$ cat src/rtl/mixer_regs_cfg.svh
// constants for the output mixer control register bank: offsets, field positions, resets
// assumes the two-wire control port carries an 8-bit register address and a 16-bit word
`ifndef MIXER_REGS_CFG_SVH
`define MIXER_REGS_CFG_SVH

`define ADDR_LEFT_ROUTE     8'h2D
`define ADDR_RIGHT_ROUTE    8'h2E
`define ADDR_LEFT_ATTEN     8'h2F
`define ADDR_RIGHT_ATTEN    8'h30
`define ADDR_SPK_ROUTE      8'h36
`define ADDR_SPK_GAIN       8'h26

`define MASK_ROUTE          9'h055
`define MASK_ATTEN          9'h1FF
`define MASK_SPK_GAIN       9'h0FF

`define RST_ROUTE           9'h000
`define RST_ATTEN           9'h100
`define RST_SPK_GAIN        9'h039
`define RST_SPK_LEVEL       6'h39
`define RST_SPK_DB          7'h00

`define BIT_FIRST_A         6
`define BIT_FIRST_B         4
`define BIT_SECOND_A        2
`define BIT_SECOND_B        0
`define BIT_SILENCE         8
`define LSB_ATT_FIRST_A     6
`define LSB_ATT_FIRST_B     4
`define LSB_ATT_SECOND_A    2
`define LSB_ATT_SECOND_B    0
`define BIT_SPK_APPLY       8
`define BIT_SPK_ZERO_CROSS  7
`define BIT_SPK_SILENCE     6
`define SPK_GAIN_FLOOR_DB   7'd57

`endif

$ cat src/rtl/mixer_regs_pkg.sv
// types shared by the output mixer control register bank
// assumes nothing beyond a SystemVerilog-2012 compiler
`default_nettype none
package mixer_regs_pkg;

    typedef enum logic [1:0] {
        ATT_0DB   = 2'h0,
        ATT_M6DB  = 2'h1,
        ATT_M9DB  = 2'h2,
        ATT_M12DB = 2'h3
    } atten_t;

    typedef struct packed {
        logic first_input_a;
        logic first_input_b;
        logic second_input_a;
        logic second_input_b;
    } mix_route_t;

    typedef struct packed {
        atten_t first_input_a;
        atten_t first_input_b;
        atten_t second_input_a;
        atten_t second_input_b;
    } mix_atten_t;

    typedef struct packed {
        logic        zero_cross;
        logic        silence;
        logic [5:0]  speaker_gain_level;
        logic [6:0]  gain_db;
    } speaker_ctl_t;

    typedef enum logic [9:0] {
        ST_IDLE   = 10'h001,
        ST_DEV    = 10'h002,
        ST_REG    = 10'h004,
        ST_WHI    = 10'h008,
        ST_WLO    = 10'h010,
        ST_ACK    = 10'h020,
        ST_RD     = 10'h040,
        ST_RD_ACK = 10'h080,
        ST_IGNORE = 10'h100,
        ST_SPARE  = 10'h200
    } ser_st_t;

    typedef struct packed {
        ser_st_t     st;
        ser_st_t     after;
        logic [7:0]  shreg;
        logic [2:0]  cnt;
        logic        full;
        logic        rw;
        logic        second;
        logic        host_ack;
        logic [7:0]  reg_addr;
        logic [7:0]  wr_hi;
        logic [15:0] rd_word;
        logic        sda_oe;
        logic        sda_out;
        logic        scl_prev;
        logic        sda_prev;
        logic        wr_pulse;
        logic [7:0]  wr_addr;
        logic [15:0] wr_data;
        logic [5:0]  gain_applied;
        logic [6:0]  gain_db;
    } ser_state_t;

endpackage : mixer_regs_pkg
`default_nettype wire

$ cat src/rtl/output_mixer_control_regs.sv
// output mixer control register bank with its two-wire serial control slave
// assumes scl and sda arrive synchronous to clk_i and sda is open drain outside
`timescale 1ns/1ps
`default_nettype none
`include "mixer_regs_cfg.svh"
module output_mixer_control_regs
    import mixer_regs_pkg::*;
#(
    parameter logic [6:0] DEV_ADDR = 7'h1A // arbitrary value
) (
    input  wire logic   clk_i,
    input  wire logic   rst_b_i,
    input  wire logic   scl_i,
    input  wire logic   sda_i,
    output logic        sda_o,
    output logic        sda_oe_o,
    output mix_route_t  left_output_mixer_route_o,
    output mix_route_t  right_output_mixer_route_o,
    output mix_route_t  speaker_mixer_route_o,
    output mix_atten_t  left_mixer_atten_o,
    output mix_atten_t  right_mixer_atten_o,
    output logic        left_mixer_silence_o,
    output logic        right_mixer_silence_o,
    output speaker_ctl_t speaker_ctl_o
);
    localparam int NREG      = 6;
    localparam int IDX_LROUT = 0;
    localparam int IDX_RROUT = 1;
    localparam int IDX_LATT  = 2;
    localparam int IDX_RATT  = 3;
    localparam int IDX_SROUT = 4;
    localparam int IDX_SGAIN = 5;

    localparam logic [7:0] ADDR_TBL [NREG] = '{
        `ADDR_LEFT_ROUTE,
        `ADDR_RIGHT_ROUTE,
        `ADDR_LEFT_ATTEN,
        `ADDR_RIGHT_ATTEN,
        `ADDR_SPK_ROUTE,
        `ADDR_SPK_GAIN
    };
    localparam logic [8:0] RST_TBL [NREG] = '{
        `RST_ROUTE,
        `RST_ROUTE,
        `RST_ATTEN,
        `RST_ATTEN,
        `RST_ROUTE,
        `RST_SPK_GAIN
    };
    localparam logic [8:0] MASK_TBL [NREG] = '{
        `MASK_ROUTE,
        `MASK_ROUTE,
        `MASK_ATTEN,
        `MASK_ATTEN,
        `MASK_ROUTE,
        `MASK_SPK_GAIN
    };

    if (DEV_ADDR == 7'h00) begin : g_bad_addr
        $error("device address 0 is the general call and cannot be served");
    end

    ser_state_t  s_q;
    ser_state_t  s_d;
    logic [8:0]  reg_val [NREG];
    logic [15:0] rd_val;
    logic        scl_rise;
    logic        scl_fall;
    logic        bus_start;
    logic        bus_stop;

    // register file, one instance per implemented address
    for (genvar g = 0; g < NREG; g++) begin : g_regs
        ctl_field_reg #(
            .WIDTH (9),
            .RESET (RST_TBL[g]),
            .MASK  (MASK_TBL[g])
        ) u_reg (
            .clk_i     (clk_i),
            .rst_b_i   (rst_b_i),
            .wr_en_i   (s_q.wr_pulse && (s_q.wr_addr == ADDR_TBL[g])),
            .wr_data_i (s_q.wr_data[8:0]),
            .value_o   (reg_val[g])
        );
    end

    // read decode; unmapped addresses and bits 15:9 read zero
    always_comb begin
        rd_val = 16'h0000;
        if (s_q.reg_addr == `ADDR_LEFT_ROUTE) begin
            rd_val = {7'h00, reg_val[IDX_LROUT]};
        end else if (s_q.reg_addr == `ADDR_RIGHT_ROUTE) begin
            rd_val = {7'h00, reg_val[IDX_RROUT]};
        end else if (s_q.reg_addr == `ADDR_LEFT_ATTEN) begin
            rd_val = {7'h00, reg_val[IDX_LATT]};
        end else if (s_q.reg_addr == `ADDR_RIGHT_ATTEN) begin
            rd_val = {7'h00, reg_val[IDX_RATT]};
        end else if (s_q.reg_addr == `ADDR_SPK_ROUTE) begin
            rd_val = {7'h00, reg_val[IDX_SROUT]};
        end else if (s_q.reg_addr == `ADDR_SPK_GAIN) begin
            rd_val = {7'h00, reg_val[IDX_SGAIN]};
        end
    end

    assign scl_rise  = !s_q.scl_prev && scl_i;
    assign scl_fall  = s_q.scl_prev && !scl_i;
    // our own drive only changes while scl is low, so it never forms a false start
    assign bus_start = s_q.scl_prev && scl_i && s_q.sda_prev && !sda_i;
    assign bus_stop  = s_q.scl_prev && scl_i && !s_q.sda_prev && sda_i;

    // serial slave states
    // st_idle    bus free, waiting for a start
    // st_dev     shifting in the device address and direction
    // st_reg     shifting in the register address
    // st_whi     shifting in the upper data byte
    // st_wlo     shifting in the lower data byte, written after its last bit
    // st_ack     pulling sda low for one scl period
    // st_rd      sending read data, one bit per scl period
    // st_rd_ack  sampling the host's acknowledge of a read byte
    // st_ignore  someone else's transfer or surplus bytes, until stop or start
    // start and stop win in every state, so a cut frame never leaves the slave stuck

    always_comb begin
        s_d          = s_q;
        s_d.wr_pulse = 1'b0;
        s_d.scl_prev = scl_i;
        s_d.sda_prev = sda_i;
        if (bus_start) begin
            s_d.st     = ST_DEV;
            s_d.cnt    = 3'h0;
            s_d.full   = 1'b0;
            s_d.sda_oe = 1'b0;
            s_d.second   = 1'b0;
            s_d.host_ack = 1'b0;
            s_d.after    = ST_IDLE;
        end else if (bus_stop) begin
            s_d.st     = ST_IDLE;
            s_d.full   = 1'b0;
            s_d.sda_oe = 1'b0;
            s_d.cnt    = 3'h0;
            s_d.second = 1'b0;
        end else begin
            case (s_q.st)
                ST_DEV, ST_REG, ST_WHI, ST_WLO: begin
                    if (scl_rise) begin
                        s_d.shreg = {s_q.shreg[6:0], sda_i};
                        s_d.cnt   = 3'(s_q.cnt + 3'h1);
                        if (s_q.cnt == 3'h7) begin
                            s_d.full = 1'b1;
                        end
                    end else if (scl_fall && s_q.full) begin
                        s_d.full   = 1'b0;
                        s_d.cnt    = 3'h0;
                        s_d.st     = ST_ACK;
                        s_d.sda_oe = 1'b1;
                        if (s_q.st == ST_DEV) begin
                            if (s_q.shreg[7:1] == DEV_ADDR) begin
                                s_d.rw    = s_q.shreg[0];
                                s_d.after = s_q.shreg[0] ? ST_RD : ST_REG;
                            end else begin
                                s_d.st     = ST_IGNORE;
                                s_d.sda_oe = 1'b0;
                            end
                        end else if (s_q.st == ST_REG) begin
                            s_d.reg_addr = s_q.shreg;
                            s_d.after    = ST_WHI;
                        end else if (s_q.st == ST_WHI) begin
                            s_d.wr_hi = s_q.shreg;
                            s_d.after = ST_WLO;
                        end else begin
                            // one word per transfer; later bytes go unacknowledged
                            s_d.wr_pulse = 1'b1;
                            s_d.wr_addr  = s_q.reg_addr;
                            s_d.wr_data  = {s_q.wr_hi, s_q.shreg};
                            s_d.after    = ST_IGNORE;
                        end
                    end
                end

                ST_ACK: begin
                    if (scl_fall) begin
                        s_d.st     = s_q.after;
                        s_d.cnt    = 3'h0;
                        s_d.sda_oe = 1'b0;
                        if (s_q.rw && (s_q.after == ST_RD)) begin
                            s_d.rd_word = rd_val;
                            s_d.second  = 1'b0;
                            s_d.sda_oe  = ~rd_val[15];
                        end
                    end
                end

                ST_RD: begin
                    if (scl_fall) begin
                        s_d.rd_word = {s_q.rd_word[14:0], 1'b0};
                        if (s_q.cnt == 3'h7) begin
                            s_d.sda_oe = 1'b0;
                            s_d.cnt    = 3'h0;
                            s_d.st     = ST_RD_ACK;
                        end else begin
                            s_d.cnt    = 3'(s_q.cnt + 3'h1);
                            s_d.sda_oe = ~s_q.rd_word[14];
                        end
                    end
                end

                ST_RD_ACK: begin
                    if (scl_rise) begin
                        s_d.host_ack = ~sda_i;
                    end else if (scl_fall) begin
                        if (s_q.host_ack && !s_q.second) begin
                            s_d.second = 1'b1;
                            s_d.st     = ST_RD;
                            s_d.sda_oe = ~s_q.rd_word[15];
                        end else begin
                            s_d.st = ST_IGNORE;
                        end
                    end
                end

                ST_IDLE, ST_IGNORE: begin
                    s_d.sda_oe = 1'b0;
                    s_d.full   = 1'b0;
                    s_d.cnt    = 3'h0;
                end

                default: begin
                    s_d.st     = ST_IDLE;
                    s_d.sda_oe = 1'b0;
                end
            endcase
        end
        // the stored level only reaches the amplifier on a write that carries the apply bit
        if (s_q.wr_pulse && (s_q.wr_addr == `ADDR_SPK_GAIN) && s_q.wr_data[`BIT_SPK_APPLY]) begin
            s_d.gain_applied = s_q.wr_data[5:0];
        end
        s_d.gain_db = 7'({1'b0, s_d.gain_applied} - `SPK_GAIN_FLOOR_DB);
    end

    always_ff @(posedge clk_i) begin
        if (!rst_b_i) begin
            s_q.st           <= ST_IDLE;
            s_q.after        <= ST_IDLE;
            s_q.shreg        <= 8'h00;
            s_q.cnt          <= 3'h0;
            s_q.full         <= 1'b0;
            s_q.rw           <= 1'b0;
            s_q.second       <= 1'b0;
            s_q.host_ack     <= 1'b0;
            s_q.reg_addr     <= 8'h00;
            s_q.wr_hi        <= 8'h00;
            s_q.rd_word      <= 16'h0000;
            s_q.sda_oe       <= 1'b0;
            s_q.sda_out      <= 1'b0;
            s_q.scl_prev     <= 1'b1;
            s_q.sda_prev     <= 1'b1;
            s_q.wr_pulse     <= 1'b0;
            s_q.wr_addr      <= 8'h00;
            s_q.wr_data      <= 16'h0000;
            s_q.gain_applied <= `RST_SPK_LEVEL;
            s_q.gain_db      <= `RST_SPK_DB;
        end else begin
            s_q <= s_d;
        end
    end

    // open drain: the pin value is always low, only the enable moves
    assign sda_o    = s_q.sda_out;
    assign sda_oe_o = s_q.sda_oe;

    assign left_output_mixer_route_o.first_input_a  = reg_val[IDX_LROUT][`BIT_FIRST_A];
    assign left_output_mixer_route_o.first_input_b  = reg_val[IDX_LROUT][`BIT_FIRST_B];
    assign left_output_mixer_route_o.second_input_a = reg_val[IDX_LROUT][`BIT_SECOND_A];
    assign left_output_mixer_route_o.second_input_b = reg_val[IDX_LROUT][`BIT_SECOND_B];

    assign right_output_mixer_route_o.first_input_a  = reg_val[IDX_RROUT][`BIT_FIRST_A];
    assign right_output_mixer_route_o.first_input_b  = reg_val[IDX_RROUT][`BIT_FIRST_B];
    assign right_output_mixer_route_o.second_input_a = reg_val[IDX_RROUT][`BIT_SECOND_A];
    assign right_output_mixer_route_o.second_input_b = reg_val[IDX_RROUT][`BIT_SECOND_B];

    assign speaker_mixer_route_o.first_input_a  = reg_val[IDX_SROUT][`BIT_FIRST_A];
    assign speaker_mixer_route_o.first_input_b  = reg_val[IDX_SROUT][`BIT_FIRST_B];
    assign speaker_mixer_route_o.second_input_a = reg_val[IDX_SROUT][`BIT_SECOND_A];
    assign speaker_mixer_route_o.second_input_b = reg_val[IDX_SROUT][`BIT_SECOND_B];

    assign left_mixer_silence_o  = reg_val[IDX_LATT][`BIT_SILENCE];
    assign right_mixer_silence_o = reg_val[IDX_RATT][`BIT_SILENCE];

    assign left_mixer_atten_o.first_input_a  =
        atten_t'(reg_val[IDX_LATT][`LSB_ATT_FIRST_A +: 2]);
    assign left_mixer_atten_o.first_input_b  =
        atten_t'(reg_val[IDX_LATT][`LSB_ATT_FIRST_B +: 2]);
    assign left_mixer_atten_o.second_input_a =
        atten_t'(reg_val[IDX_LATT][`LSB_ATT_SECOND_A +: 2]);
    assign left_mixer_atten_o.second_input_b =
        atten_t'(reg_val[IDX_LATT][`LSB_ATT_SECOND_B +: 2]);

    assign right_mixer_atten_o.first_input_a  =
        atten_t'(reg_val[IDX_RATT][`LSB_ATT_FIRST_A +: 2]);
    assign right_mixer_atten_o.first_input_b  =
        atten_t'(reg_val[IDX_RATT][`LSB_ATT_FIRST_B +: 2]);
    assign right_mixer_atten_o.second_input_a =
        atten_t'(reg_val[IDX_RATT][`LSB_ATT_SECOND_A +: 2]);
    assign right_mixer_atten_o.second_input_b =
        atten_t'(reg_val[IDX_RATT][`LSB_ATT_SECOND_B +: 2]);

    assign speaker_ctl_o.zero_cross         = reg_val[IDX_SGAIN][`BIT_SPK_ZERO_CROSS];
    assign speaker_ctl_o.silence            = reg_val[IDX_SGAIN][`BIT_SPK_SILENCE];
    assign speaker_ctl_o.speaker_gain_level = s_q.gain_applied;
    assign speaker_ctl_o.gain_db            = s_q.gain_db;

endmodule : output_mixer_control_regs
`default_nettype wire

$ cat src/rtl/ctl_field_reg.sv
// one control register with a reset value and a mask of implemented bits
// assumes a write enable pulse of one cycle and data aligned to bit 0
`timescale 1ns/1ps
`default_nettype none
module ctl_field_reg #(
    parameter int              WIDTH = 9,
    parameter logic [WIDTH-1:0] RESET = '0,
    parameter logic [WIDTH-1:0] MASK  = '1
) (
    input  wire logic             clk_i,
    input  wire logic             rst_b_i,
    input  wire logic             wr_en_i,
    input  wire logic [WIDTH-1:0] wr_data_i,
    output logic      [WIDTH-1:0] value_o
);
    typedef struct packed {
        logic [WIDTH-1:0] value;
    } field_state_t;

    field_state_t f_q;
    field_state_t f_d;

    if (WIDTH < 1 || WIDTH > 16) begin : g_bad_width
        $error("ctl_field_reg width must be 1 to 16");
    end

    always_comb begin
        f_d = f_q;
        if (wr_en_i) begin
            f_d.value = wr_data_i & MASK;
        end
    end

    always_ff @(posedge clk_i) begin
        if (!rst_b_i) begin
            f_q.value <= RESET & MASK;
        end else begin
            f_q <= f_d;
        end
    end

    assign value_o = f_q.value;

endmodule : ctl_field_reg
`default_nettype wire

$ cat config.mk
export PLATFORM = sky130hd
export DESIGN_NAME = output_mixer_control_regs
export DESIGN_NICKNAME = d
export VERILOG_FILES = /design/src/rtl/mixer_regs_pkg.sv /design/src/rtl/output_mixer_control_regs.sv /design/src/rtl/ctl_field_reg.sv
export VERILOG_INCLUDE_DIRS = /design/src /design/src/rtl
export SDC_FILE = /design/constraint.sdc
export NUM_CORES = 1
export LEC_CHECK = 0
export BUFFER_PORTS_ARGS = -buffer_cell sky130_fd_sc_hd__clkbuf_2
export CAP_MARGIN = 20
export CORE_MARGIN = 8
export CORE_UTILIZATION = 45
export DETAILED_ROUTE_END_ITERATION = 6
export GPL_TIMING_DRIVEN = 0
export PLACE_DENSITY_LB_ADDON = 0.08
export REMOVE_ABC_BUFFERS = 1
export SETUP_SLACK_MARGIN = 0.4
export SLEW_MARGIN = 10
export SYNTH_ARGS = -nofsm -noshare
export SYNTH_HDL_FRONTEND = slang
export SYNTH_SLANG_ARGS = --single-unit
$ cat constraint.sdc
create_clock -name clk_i -period 3.2 [get_ports clk_i]
set_input_delay 0.16 -clock clk_i [delete_from_list [all_inputs] [get_ports clk_i]]
set_output_delay 0.16 -clock clk_i [all_outputs]
set_load 0.05 [all_outputs]
After elaboration in Yosys (flattened, before gate mapping):

Cells that the tools add are included.

* add/subtract/negate cells: 2
* multipliers: 0
* divide/modulo/power cells: 0
* order comparisons: 0
* equal/unequal tests: 44
* shift operators: 0
* muxes and demuxes: 58
* bitwise logic cells: 14
* reductions and logical operators: 45

Operators by type and width (count)
* $eq A8 B6 Y1 const B: 12
* $mux W10: 9
* $mux W9: 7
* $mux W17: 3
* $pmux W10 S5: 1
* $mux W20: 2
* $mux W18: 2
* $pmux W16 S2: 1
* $reduce_and A8 Y1: 4
* $ne A4 B4 Y1 const B: 7
* $mux W25: 1
* $mux W8: 3
* $reduce_and A7 Y1: 3
* $eq A10 B7 Y1 const B: 2
* $ne A2 B2 Y1 const B: 9
* $logic_and A1 B1 Y1: 17
* $mux W1: 16
* $not A1 Y1: 13
* $mux W12: 1
* $pmux W3 S4: 1
* $reduce_and A6 Y1: 2
* $eq A10 B1 Y1 const B: 1
* $eq A10 B2 Y1 const B: 1
* $eq A10 B3 Y1 const B: 1
* 30 further kinds: 44

* register bits after elaboration: 146
* latch bits: 0
* memory bits (writable): 0
* memory bits (read-only): 0
* bits of input ports: 4
* logic and storage cells: 189
* memories kept: 0

Longest topological paths before layout:

Gate-level depths: netlist (run 1).

* depth in word-level cells: 10
* mapped depth: 9

Hierarchy:

Synthesis (run 1) repeated with hierarchy kept, for this count alone.

* cells, all modules: 719
* area total of the unflattened synthesis: 6063.3 µm²

By module, submodules not included
* output_mixer_control_regs: times used 1, cells an instance 579, area each 4496.8 µm²
* ctl_field_reg (g_regs[2].u_reg ...): times used 2, cells an instance 28, area each 335.3 µm²
* ctl_field_reg (g_regs[0].u_reg ...): times used 3, cells an instance 19, area each 197.7 µm²
* ctl_field_reg (g_regs[5].u_reg): times used 1, cells an instance 27, area each 302.8 µm²

Worst setup path before layout (run 1):

Ideal clock, no wire load.

* kind: flip-flop to flip-flop
* from: register s_q[103] (netlist bit)
* to: register s_q[47] (netlist bit)
* setup time: 128 ps
* arrival: 1897 ps
* required time: 3072 ps
* path slack: 1175 ps
* cell stages (with the launch flop): 8
* cells stage by stage: dfxtp_1 > buf_2 > or4b_1 > and4bb_1 > o211ai_1 > clkbuf_1 > a221oi_1 > a21oi_1

* cells in the longest elaborated chain, start to end: 3
* elaborated cells between the ends (all ways): 8

RTL lines
* from (decl): RTL line output_mixer_control_regs.sv:63 `ser_state_t s_q;`
* $eq A10 B6 Y1 / $eq A10 B7 Y1 (equally long branches): RTL line output_mixer_control_regs.sv:143 `case (s_q.st)`
* $ne A2 B2 Y1 (no line) / $reduce_bool A2 Y1 (equally long branches)
* $reduce_and A6 Y1 (no line)

Several ways; a longest one is shown, not always the timed one.
A chain may end at the register's enable or synchronous reset.

Worst setup path in the final report (run 1):

* from: register s_q[101] (netlist bit)
* to: register s_q[33] (netlist bit)

* cells in the longest elaborated chain, start to end: 3
* elaborated cells between the ends (all ways): 9

RTL lines (RTL line)
* $eq A10 B2 Y1, or another cell as far along: output_mixer_control_regs.sv:143, output_mixer_control_regs.sv:156
* $reduce_or A4 Y1 / $not A1 Y1 (equally long branches)
* $reduce_and A8 Y1 (no line) (*)

Mark *: on every way between the ends. The rest lies on a longest branch, timed or not.

==> impl_metrics.json, run 1 <==
{
  "synth-seq-area-share_pct": 43.7,
  "skew_ns": 0.00790,
  "cp.required_ns": 3.49,
  "seqPwrFrac_pct": 40.0,
  "period_needed_ns": 2.63,
  "period_share_pct": 82.1,
  "portBuffers": 49,
  "cpMostUsedCell": "nor2_1",
  "pwr_density_cell_nw_per_um2": 609,
  "cts_buffers": 17,
  "ys_warn_count": 0,
  "die_w_um": 130,
  "root_buffer": "clkbuf_16",
  "diodes": 0,
  "peakVddDrop_uv": 495,
  "nets": 688,
  "htreeDepth": 4,
  "rsz0062_at_grt": "no",
  "dp_hpwl_um": 10900,
  "start_util_pct": 46.1,
  "cts_sinks": 127,
  "power.share.clock_pct": 52.7,
  "p_int_mw": 3.12,
  "synthToLayoutAreaGrowth_pct": 14.9,
  "row_count": 41,
  "io_pins": 51,
  "via_count": 4816,
  "path_clk_slew_ns": 0.06,
  "arrival_ns": 2.92,
  "firstDrtPassIters": 5,
  "hp-class": "in2reg",
  "grt_pass1_vias": 4701,
  "critPathKind": "reg2reg",
  "path_max_fanout": 11,
  "p_leak_nw": 2.81,
  "synth_cell_types": 65,
  "fmax_mhz": 380,
  "finalSetupViolCount": 0,
  "worstSkewPairLatency_ns": 0.41,
  "synth_seq_cells": 127,
  "power.switching_uw": 951,
  "cp_cell_sequence": "xor2_1 > a221oi_1 > nor2_1 > nand3_1 > buf_8 > mux2i_1 > nor2_1",
  "grt_pass1_wl_um": 24700,
  "layout-drive-gt1-share_pct": 13.7,
  "die_h_um": 130,
  "hold_violations": 0,
  "syn_area_per_cell_um2": 8.67,
  "async_flop_share_pct": 0,
  "grt_usage_pct": 18.9,
  "end_kind": "register",
  "worstRegToRegCells": 7,
  "cts_buffer_depth": 2,
  "crit_path_start": "s_q[101]",
  "syn_area_um2": 5820,
  "r2r-start": "s_q[101]",
  "synth-main-ff-cell": "dfxtp_1",
  "outcome": "completed",
  "grt_max_degree": 51,
  "drtIter0Drc": 405,
  "r2r-end": "s_q[33]",
  "die_area_um2": 16800,
  "grt_overflow_total": 0,
  "cp.depth": 7,
  "endpoint": "s_q[33]",
  "cp-start-kind": "register",
  "whs_ns": 0.0726,
  "drc": 0,
  "cts_tree": "done",
  "max_stage_delay_ns": 0.59,
  "cp_top_family": "simple AND/OR/NAND/NOR gates",
  "ant_nets": 0,
  "switching_share_pct": 23.3,
  "setup_tns_ns": 0,
  "cts_setup_buffers": 0,
  "maxCapViolCount": 0,
  "viasPerCell": 5.55,
  "synth_edf_count": 0,
  "fp.coreArea_um2": 12600,
  "place_congestion": 0.864,
  "worstMarginPinSlew_ns": 1.02,
  "synth_cells": 671,
  "critPathSlowestCell": "dfxtp_1",
  "p_comb_share_pct": 7.2,
  "r2r_setup_slack_ns": 0.57,
  "slew-limit-headroom_pct": 31.4,
  "wirelength_um": 15200,
  "wl_per_cell_um": 17.6,
  "antenna_found_initial": 0,
  "path_buf_inv": 1,
  "slew_viol_final": 0,
  "nFillCells": 1241
}
## cells in the mapped netlist (3+ instances only)
library cell  instances  share of area [%]
a21oi_1              41                3.5
a221oi_1              7                1.1
a22o_1                7                1.1
a22oi_1               6               0.77
a311oi_1              3               0.45
a31oi_1               4               0.43
and2_1                5               0.54
and3_1                6               0.64
buf_2                 9               0.77
buf_4                18                2.3
clkbuf_1             32                2.1
dfxtp_1             127                 44
inv_1                10               0.64
mux2i_1              73                 13
nand2_1              64                4.1
nand2b_1              4               0.43
nand3_1              16                1.4
nand4_1               8               0.86
nor2_1              108                7.0
nor2b_1              12                1.3
nor3_1               14                1.2
nor3b_1               3               0.39
nor4b_2               3               0.77
o211ai_1              5               0.64
o21ai_0              13                1.1
o21ai_1               7               0.60
or3_1                 6               0.64
or4b_1                4               0.69
xnor2_1               3               0.45
xor2_1                7                1.1
## cells in the final DEF, fill, tap and decap left out, types with 6 or more instances in the layout
| cell type | n |
|---|---|
| o21ai_1 | 7 |
| mux2i_1 | 73 |
| nor2b_1 | 12 |
| nand4_1 | 8 |
| inv_1 | 10 |
| a221oi_1 | 7 |
| a22oi_1 | 6 |
| clkbuf_16 | 17 |
| dfxtp_1 | 127 |
| nor2_1 | 108 |
| a21oi_1 | 41 |
| nor3_1 | 14 |
| nand2_1 | 64 |
| nand3_1 | 16 |
| o21ai_0 | 13 |
| clkbuf_2 | 49 |
| a22o_1 | 7 |
| xor2_1 | 7 |
| or3_1 | 6 |
## worst min-delay path by stage
stage                     startpoint                    endpoint  slack [ns]  cells after the start
final                          scl_i                     s_q[39]        0.07                      2
after global routing           scl_i                     s_q[39]        0.09                      2
after CTS                      scl_i                     s_q[39]        0.06                      2
after detailed placement     s_q[51]                     s_q[51]        0.45                      2
after global placement       s_q[53]                     s_q[53]        0.44                      2
after floorplan              rst_b_i  g_regs[3].u_reg.value_o[8]        0.22                      1
## registers in the layout, summed over array words and instances (netlist names)
| signal | count |
|---|---|
| s_q | 75 |
| g_regs.u_reg.value_o | 38 |
| speaker_ctl_o | 13 |
| sda_oe_o | 1 |
## cell type report
| cell class | instances | area, µm² | area share [%] |
|---|---|---|---|
| Clock buffer | 19 | 453 | 6.77 |
| Clock inverter | 13 | 210 | 3.14 |
| Inverter | 11 | 43.8 | 0.655 |
| Multi-Input combinational cell | 474 | 2940 | 44.0 |
| Sequential cell | 127 | 2540 | 38.0 |
| Tap cell | 172 | 215 | 3.22 |
| Timing Repair Buffer | 51 | 280 | 4.19 |
## cells by family (layout without fill, tap and decap cells)
family          count (synthesis)  in the layout  synth area share, %
flops                         127            127                 43.7
other cells                     1              1               0.0644
fa+ha+maj                       2              2                0.430
buf+inv                        70             94                 5.87
xor+xnor                       10             10                 1.50
compound gates                113            113                 12.7
simple gates                  272            272                 22.7
mux                            76             76                 13.1
## timing repair
action                                  CTS  global route
resized for setup                         0             2
endpoints found under the setup margin    0             4
hold buffers                              0             0
## per-layer routing
layer	GRT usage [%]	vias up	routed length (µm)
met3	5.30	19	788
met5	0	-	0
met2	31.8	124	7430
li1	-	2369	-
met4	6.76	0	265
met1	22.5	2304	6730
## power by group through the flow
stage / Combinational [mW] / Clock [mW] / Sequential [mW]
after floorplan: 0.205 / 0 / 1.66
after global placement: 0.279 / 0 / 1.66
after detailed placement: 0.289 / 0 / 1.66
after CTS: 0.292 / 2.17 / 1.63
after global routing: 0.325 / 2.25 / 1.64
final: 0.294 / 2.15 / 1.63
## through the flow
step | util [%] | area (µm²) | setup WS (ns) | instances | power [mW]
2_1_floorplan | - | 5520 | 0.976 | 612 | 1.86
3_3_place_gp | 47.4 | 5980 | 0.297 | 833 | 1.94
3_5_place_dp | 47.7 | 6020 | 0.473 | 835 | 1.95
4_1_cts | 52.9 | 6680 | 0.479 | 867 | 4.09
5_1_grt | 53.0 | 6690 | 0.404 | 867 | 4.21
6_report | 53.0 | 6690 | 0.572 | 867 | 4.08
(Power assumes the default switching activity.)
==> run 2: changes to the inputs <==
- clock period: 3.2 -> 2.25 ns (I/O delays scaled with it)
==> run 2 against run 1 <==
  * Die area unchanged
  * Cell area rose by 17%
  * Via count is 7.1% higher
  * Utilization up 8.9 points
  * Cell count is 5.9% higher
  * Setup slack worse by 0.37 ns
==> impl_metrics.json, run 2 (same netlist as run 1, synthesis figures left out) <==
{
  "period_needed_ns": 2.04,
  "path_clk_slew_ns": 0.06,
  "portBuffers": 49,
  "end_kind": "register",
  "die_w_um": 130,
  "cts_buffer_depth": 2,
  "post-place-cells": 835,
  "diodes": 0,
  "power.share.clock_pct": 48.7,
  "via_count": 5158,
  "cts_tree": "done",
  "nFillCells": 1073,
  "cp-start-kind": "register",
  "pwr_density_cell_nw_per_um2": 807,
  "critPathKind": "reg2reg",
  "stdcell_count": 918,
  "hold_violations": 0,
  "row_count": 41,
  "rsz0062_at_grt": "yes",
  "wl_met3_um": 667,
  "top_register": "s_q",
  "cts_buffers": 17,
  "io_pins": 51,
  "final_cell_mix": "112 x dfxtp_1, 96 x nor2_1, 69 x mux2i_1",
  "p_int_mw": 4.75,
  "hold_buffers": 0,
  "grt_usage_pct": 20.0,
  "skew_ns": 0.0111,
  "cts_sinks": 127,
  "slew_viol_final": 0,
  "layout-drive-gt1-share_pct": 33.4,
  "final_common_cell": "dfxtp_1",
  "power.switching_mw": 1.55,
  "fin_ws_ns": 0.205,
  "drc": 0,
  "r2r_setup_slack_ns": 0.21,
  "maxCapViolCount": 0,
  "peakVddDrop_uv": 703,
  "fmax_mhz": 489,
  "totalPowerFinal_mw": 6.30,
  "p_comb_share_pct": 14.0,
  "die_h_um": 130,
  "path_max_fanout": 6,
  "whs_ns": 0.0692,
  "grt_overflow_total": 0,
  "met2WireLength_um": 8810,
  "seqPwrFrac_pct": 37.3,
  "dp_slack_ns": -0.477,
  "p_leak_nw": 3.22,
  "nets": 739,
  "wl_per_cell_um": 18.9,
  "firstDrtPassIters": 5,
  "outcome": "completed",
  "finalSetupViolCount": 0,
  "place_congestion": 0.864,
  "dp_hpwl_um": 10900,
  "top_layer": "met4",
  "ant_nets": 0,
  "die_area_um2": 16800,
  "drt-met1-wl_um": 7490,
  "cp.required_ns": 2.59,
  "hold_end": "s_q[39]",
  "htreeDepth": 4,
  "largest_register_ff_count": 75,
  "root_buffer": "clkbuf_16",
  "slew-limit-headroom_pct": 56.1,
  "grt_pass1_wl_um": 26200,
  "worstSkewPairLatency_ns": 0.41,
  "hold_depth": 2,
  "arrival_ns": 2.39,
  "start_util_pct": 46.1,
  "r2r-start": "s_q[103]",
  "multi_input_area_um2": 3520,
  "synthToLayoutAreaGrowth_pct": 34.1,
  "grt_max_degree": 51,
  "antenna_found_initial": 0,
  "r2r-end": "s_q[47]",
  "worstMarginPinSlew_ns": 0.654,
  "grt_pass1_vias": 4986,
  "hp-class": "in2reg",
  "period_share_pct": 90.9,
  "viasPerCell": 5.62,
  "ff_latch_area_um2": 2580,
  "wirelength_um": 17300,
  "switching_share_pct": 24.6,
  "drtIter0Drc": 446,
  "fp.coreArea_um2": 12600,
  "hp-start": "scl_i",
  "worstRegToRegCells": 7
}
-- run 2: worst max-delay path by stage --
| stage | end | cells past startpoint | slack (ns) | from |
|---|---|---|---|---|
| 2_1_floorplan | s_q[13] | 6 | 0.03 | s_q[101] |
| 3_3_place_gp | s_q[32] | 6 | -0.65 | s_q[101] |
| 3_5_place_dp | s_q[79] | 6 | -0.48 | s_q[100] |
| 4_1_cts | s_q[49] | 6 | 0.26 | s_q[103] |
| 5_1_grt | s_q[99] | 6 | 0.14 | s_q[99] |
| 6_report | s_q[47] | 7 | 0.21 | s_q[103] |
-- run 2: per-stage QoR --
| step | TNS, ns | utilization [%] | cell area (µm²) |
|---|---|---|---|
| global placement | -17.24 | 47.4 | 5980 |
| floorplan | 0 | - | 5520 |
| finish | 0 | 61.9 | 7810 |
| CTS | 0 | 58.2 | 7340 |
| global route | 0 | 61.9 | 7810 |
| detailed placement | -9.69 | 47.7 | 6020 |
-- run 2: critical path: stages, from the launching register on --
cell	delay, ns
dfxtp_4	0.38
or4b_4	0.56
and4bb_2	0.37
o211a_4	0.24
buf_12	0.13
buf_6	0.09
o21ai_1	0.05
a21oi_1	0.13
-- run 2: per-layer routing --
metal | track usage (%) | up-vias
met1 | 22.9 | 2527
met2 | 34.8 | 131
met3 | 5.71 | 30
met4 | 7.79 | 0
li1 | - | 2470
met5 | 0 | -
-- run 2: timing repair --
item | CTS | global route
endpoints found under the setup margin | 93 | 86
setup buffers | 30 | 19
gates resized for setup | 106 | 67
pin swaps | 39 | 33
gates cloned | 1 | 1
-- run 2: final cells by class --
cell class	count	share of cell area (%)
clock buffers	19	5.80
clock inverters	13	2.69
inverters	11	0.561
multi-input cells	475	45.1
flip-flops and latches	127	33.1
well taps	172	2.76
repair buffers	101	9.98
-- run 2: power groups by stage --
stage               Sequential [mW]  Combinational [mW]  Clock (mW)
global placement               2.37               0.396           0
global route                   2.35               0.920        3.22
CTS                            2.33               0.649        3.08
floorplan                      2.36               0.292           0
finish                         2.35               0.884        3.07
detailed placement             2.37               0.410           0
==> run 3: changes to the inputs <==
- CORE_UTILIZATION: 45 -> 30
- GPL_TIMING_DRIVEN: 0 -> unset
==> run 3 against run 2 <==
  * Count of clock-buffer cells in the layout rose by 1
  * Combinational power shrank 25%
  * Sequential share of layout area down 0.38 points
  * Via count decreased by 0.43%
  * Sequential power about the same
  * Critical path type unchanged
  * Largest cell class unchanged
==> impl_metrics.json, run 3 (same netlist as run 1, synthesis figures left out) <==
{
  "portBuffers": 49,
  "hold_end": "s_q[39]",
  "final_common_cell": "dfxtp_1",
  "seqPwrFrac_pct": 39.1,
  "wirelength_um": 19200,
  "switching_share_pct": 25.0,
  "stdcell_count": 1035,
  "r2r-start": "s_q[103]",
  "drtIter0Drc": 294,
  "nets": 763,
  "period_needed_ns": 2.02,
  "whs_ns": 0.0426,
  "hp-start": "scl_i",
  "path_buf_inv": 1,
  "pwr_density_cell_nw_per_um2": 760,
  "dp_slack_ns": 0.0518,
  "arrival_ns": 2.32,
  "p_comb_share_pct": 11.0,
  "cts_buffer_depth": 2,
  "firstDrtPassIters": 4,
  "maxCapViolCount": 0,
  "final_cell_mix": "111 x dfxtp_1, 96 x nor2_1, 67 x mux2i_1",
  "grt_usage_pct": 15.7,
  "diodes": 0,
  "start_util_pct": 30.2,
  "cp.required_ns": 2.55,
  "cp_cell_sequence": "or4b_4 > and4bb_2 > o211ai_1 > buf_4 > a221oi_2 > a21oi_1",
  "row_count": 51,
  "dp_hpwl_um": 13200,
  "root_buffer": "clkbuf_16",
  "htreeDepth": 4,
  "place_congestion": 0.817,
  "hold_buffers": 0,
  "ant_nets": 0,
  "critPathSlowestCell": "or4b_4",
  "critPathKind": "reg2reg",
  "p_leak_nw": 3.30,
  "cp_top_family": "simple AND/OR/NAND/NOR gates",
  "cts_buffers": 17,
  "cp-start-kind": "register",
  "worstSkewPairLatency_ns": 0.42,
  "finalSetupViolCount": 0,
  "power.share.clock_pct": 49.9,
  "path_max_fanout": 9,
  "power.switching_mw": 1.50,
  "slew-limit-headroom_pct": 60.6,
  "fp.coreArea_um2": 19300,
  "hold_depth": 2,
  "worstRegToRegCells": 6,
  "wl_per_cell_um": 18.5,
  "skew_ns": 0.00962,
  "grt_max_degree": 68,
  "top_register": "s_q",
  "p_int_mw": 4.51,
  "grt_pass1_vias": 5003,
  "post-place-cells": 967,
  "path_clk_slew_ns": 0.06,
  "largest_register_ff_count": 75,
  "rsz0062_at_grt": "yes",
  "outcome": "completed",
  "via_count": 5136,
  "io_pins": 51,
  "nFillCells": 1970,
  "setup_tns_ns": 0,
  "die_h_um": 155,
  "die_w_um": 155,
  "fin_ws_ns": 0.233,
  "fmax_mhz": 496,
  "layout-drive-gt1-share_pct": 31.7,
  "grt_pass1_wl_um": 29200,
  "slew_viol_final": 0,
  "period_share_pct": 89.6,
  "drc": 0,
  "die_area_um2": 24100,
  "grt_overflow_total": 0,
  "peakVddDrop_uv": 542,
  "viasPerCell": 4.96,
  "r2r-end": "s_q[45]",
  "hp-class": "in2reg",
  "cts_tree": "done",
  "cts_sinks": 127,
  "end_kind": "register",
  "hold_violations": 0,
  "r2r_setup_slack_ns": 0.23,
  "synthToLayoutAreaGrowth_pct": 35.9,
  "max_stage_delay_ns": 0.55,
  "worstMarginPinSlew_ns": 0.589,
  "antenna_found_initial": 0
}
[run 3: layer usage]
metal / global-route usage, % / routed length [µm] / up-vias
li1: - / - / 2514
met1: 21.4 / 9430 / 2505
met5: 0 / 0 / -
met3: 2.77 / 640 / 18
met2: 24.4 / 8890 / 99
met4: 5.55 / 235 / 0
[run 3: power by group through the flow]
stage	Clock (mW)	Combinational [mW]	Sequential [mW]
after global routing	3.16	0.713	2.35
after detailed placement	0	0.456	2.37
after global placement	0	0.459	2.37
after CTS	3.07	0.583	2.35
final	3.00	0.659	2.35
after floorplan	0	0.292	2.36
[run 3: layout make-up]
| type | count | area, µm² | area share [%] |
|---|---|---|---|
| multi-input combinational | 475 | 3350 | 42.3 |
| sequential | 127 | 2580 | 32.7 |
| timing repair buffer | 125 | 965 | 12.2 |
| clock buffer | 20 | 457 | 5.77 |
| tap | 265 | 332 | 4.19 |
| clock inverter | 12 | 184 | 2.33 |
| inverter | 11 | 41.3 | 0.522 |
[run 3: worst max-delay path by stage]
stage / to / from / cells after the start / slack, ns
2_1_floorplan: s_q[13] / s_q[101] / 6 / 0.03
3_3_place_gp: s_q[99] / s_q[103] / 6 / 0.08
3_5_place_dp: s_q[45] / s_q[104] / 6 / 0.05
4_1_cts: s_q[43] / s_q[103] / 6 / 0.29
5_1_grt: s_q[47] / s_q[103] / 6 / 0.16
6_report: s_q[45] / s_q[103] / 6 / 0.23
[run 3: what timing repair did]
action / in CTS / in global routing
gates resized for setup: 70 / 54
setup endpoints to repair: 78 / 81
gates cloned: 1 / 5
pin swaps: 15 / 19
buffers inserted: 17 / 13
[run 3: stage by stage]
stage / cell area, µm² / utilization [%] / total power, mW
3_3_place_gp: 6440 / 33.4 / 2.83
2_1_floorplan: 5520 / - / 2.65
6_report: 7910 / 41.0 / 6.01
5_1_grt: 7910 / 41.0 / 6.23
3_5_place_dp: 6440 / 33.4 / 2.83
4_1_cts: 7470 / 38.8 / 6.00
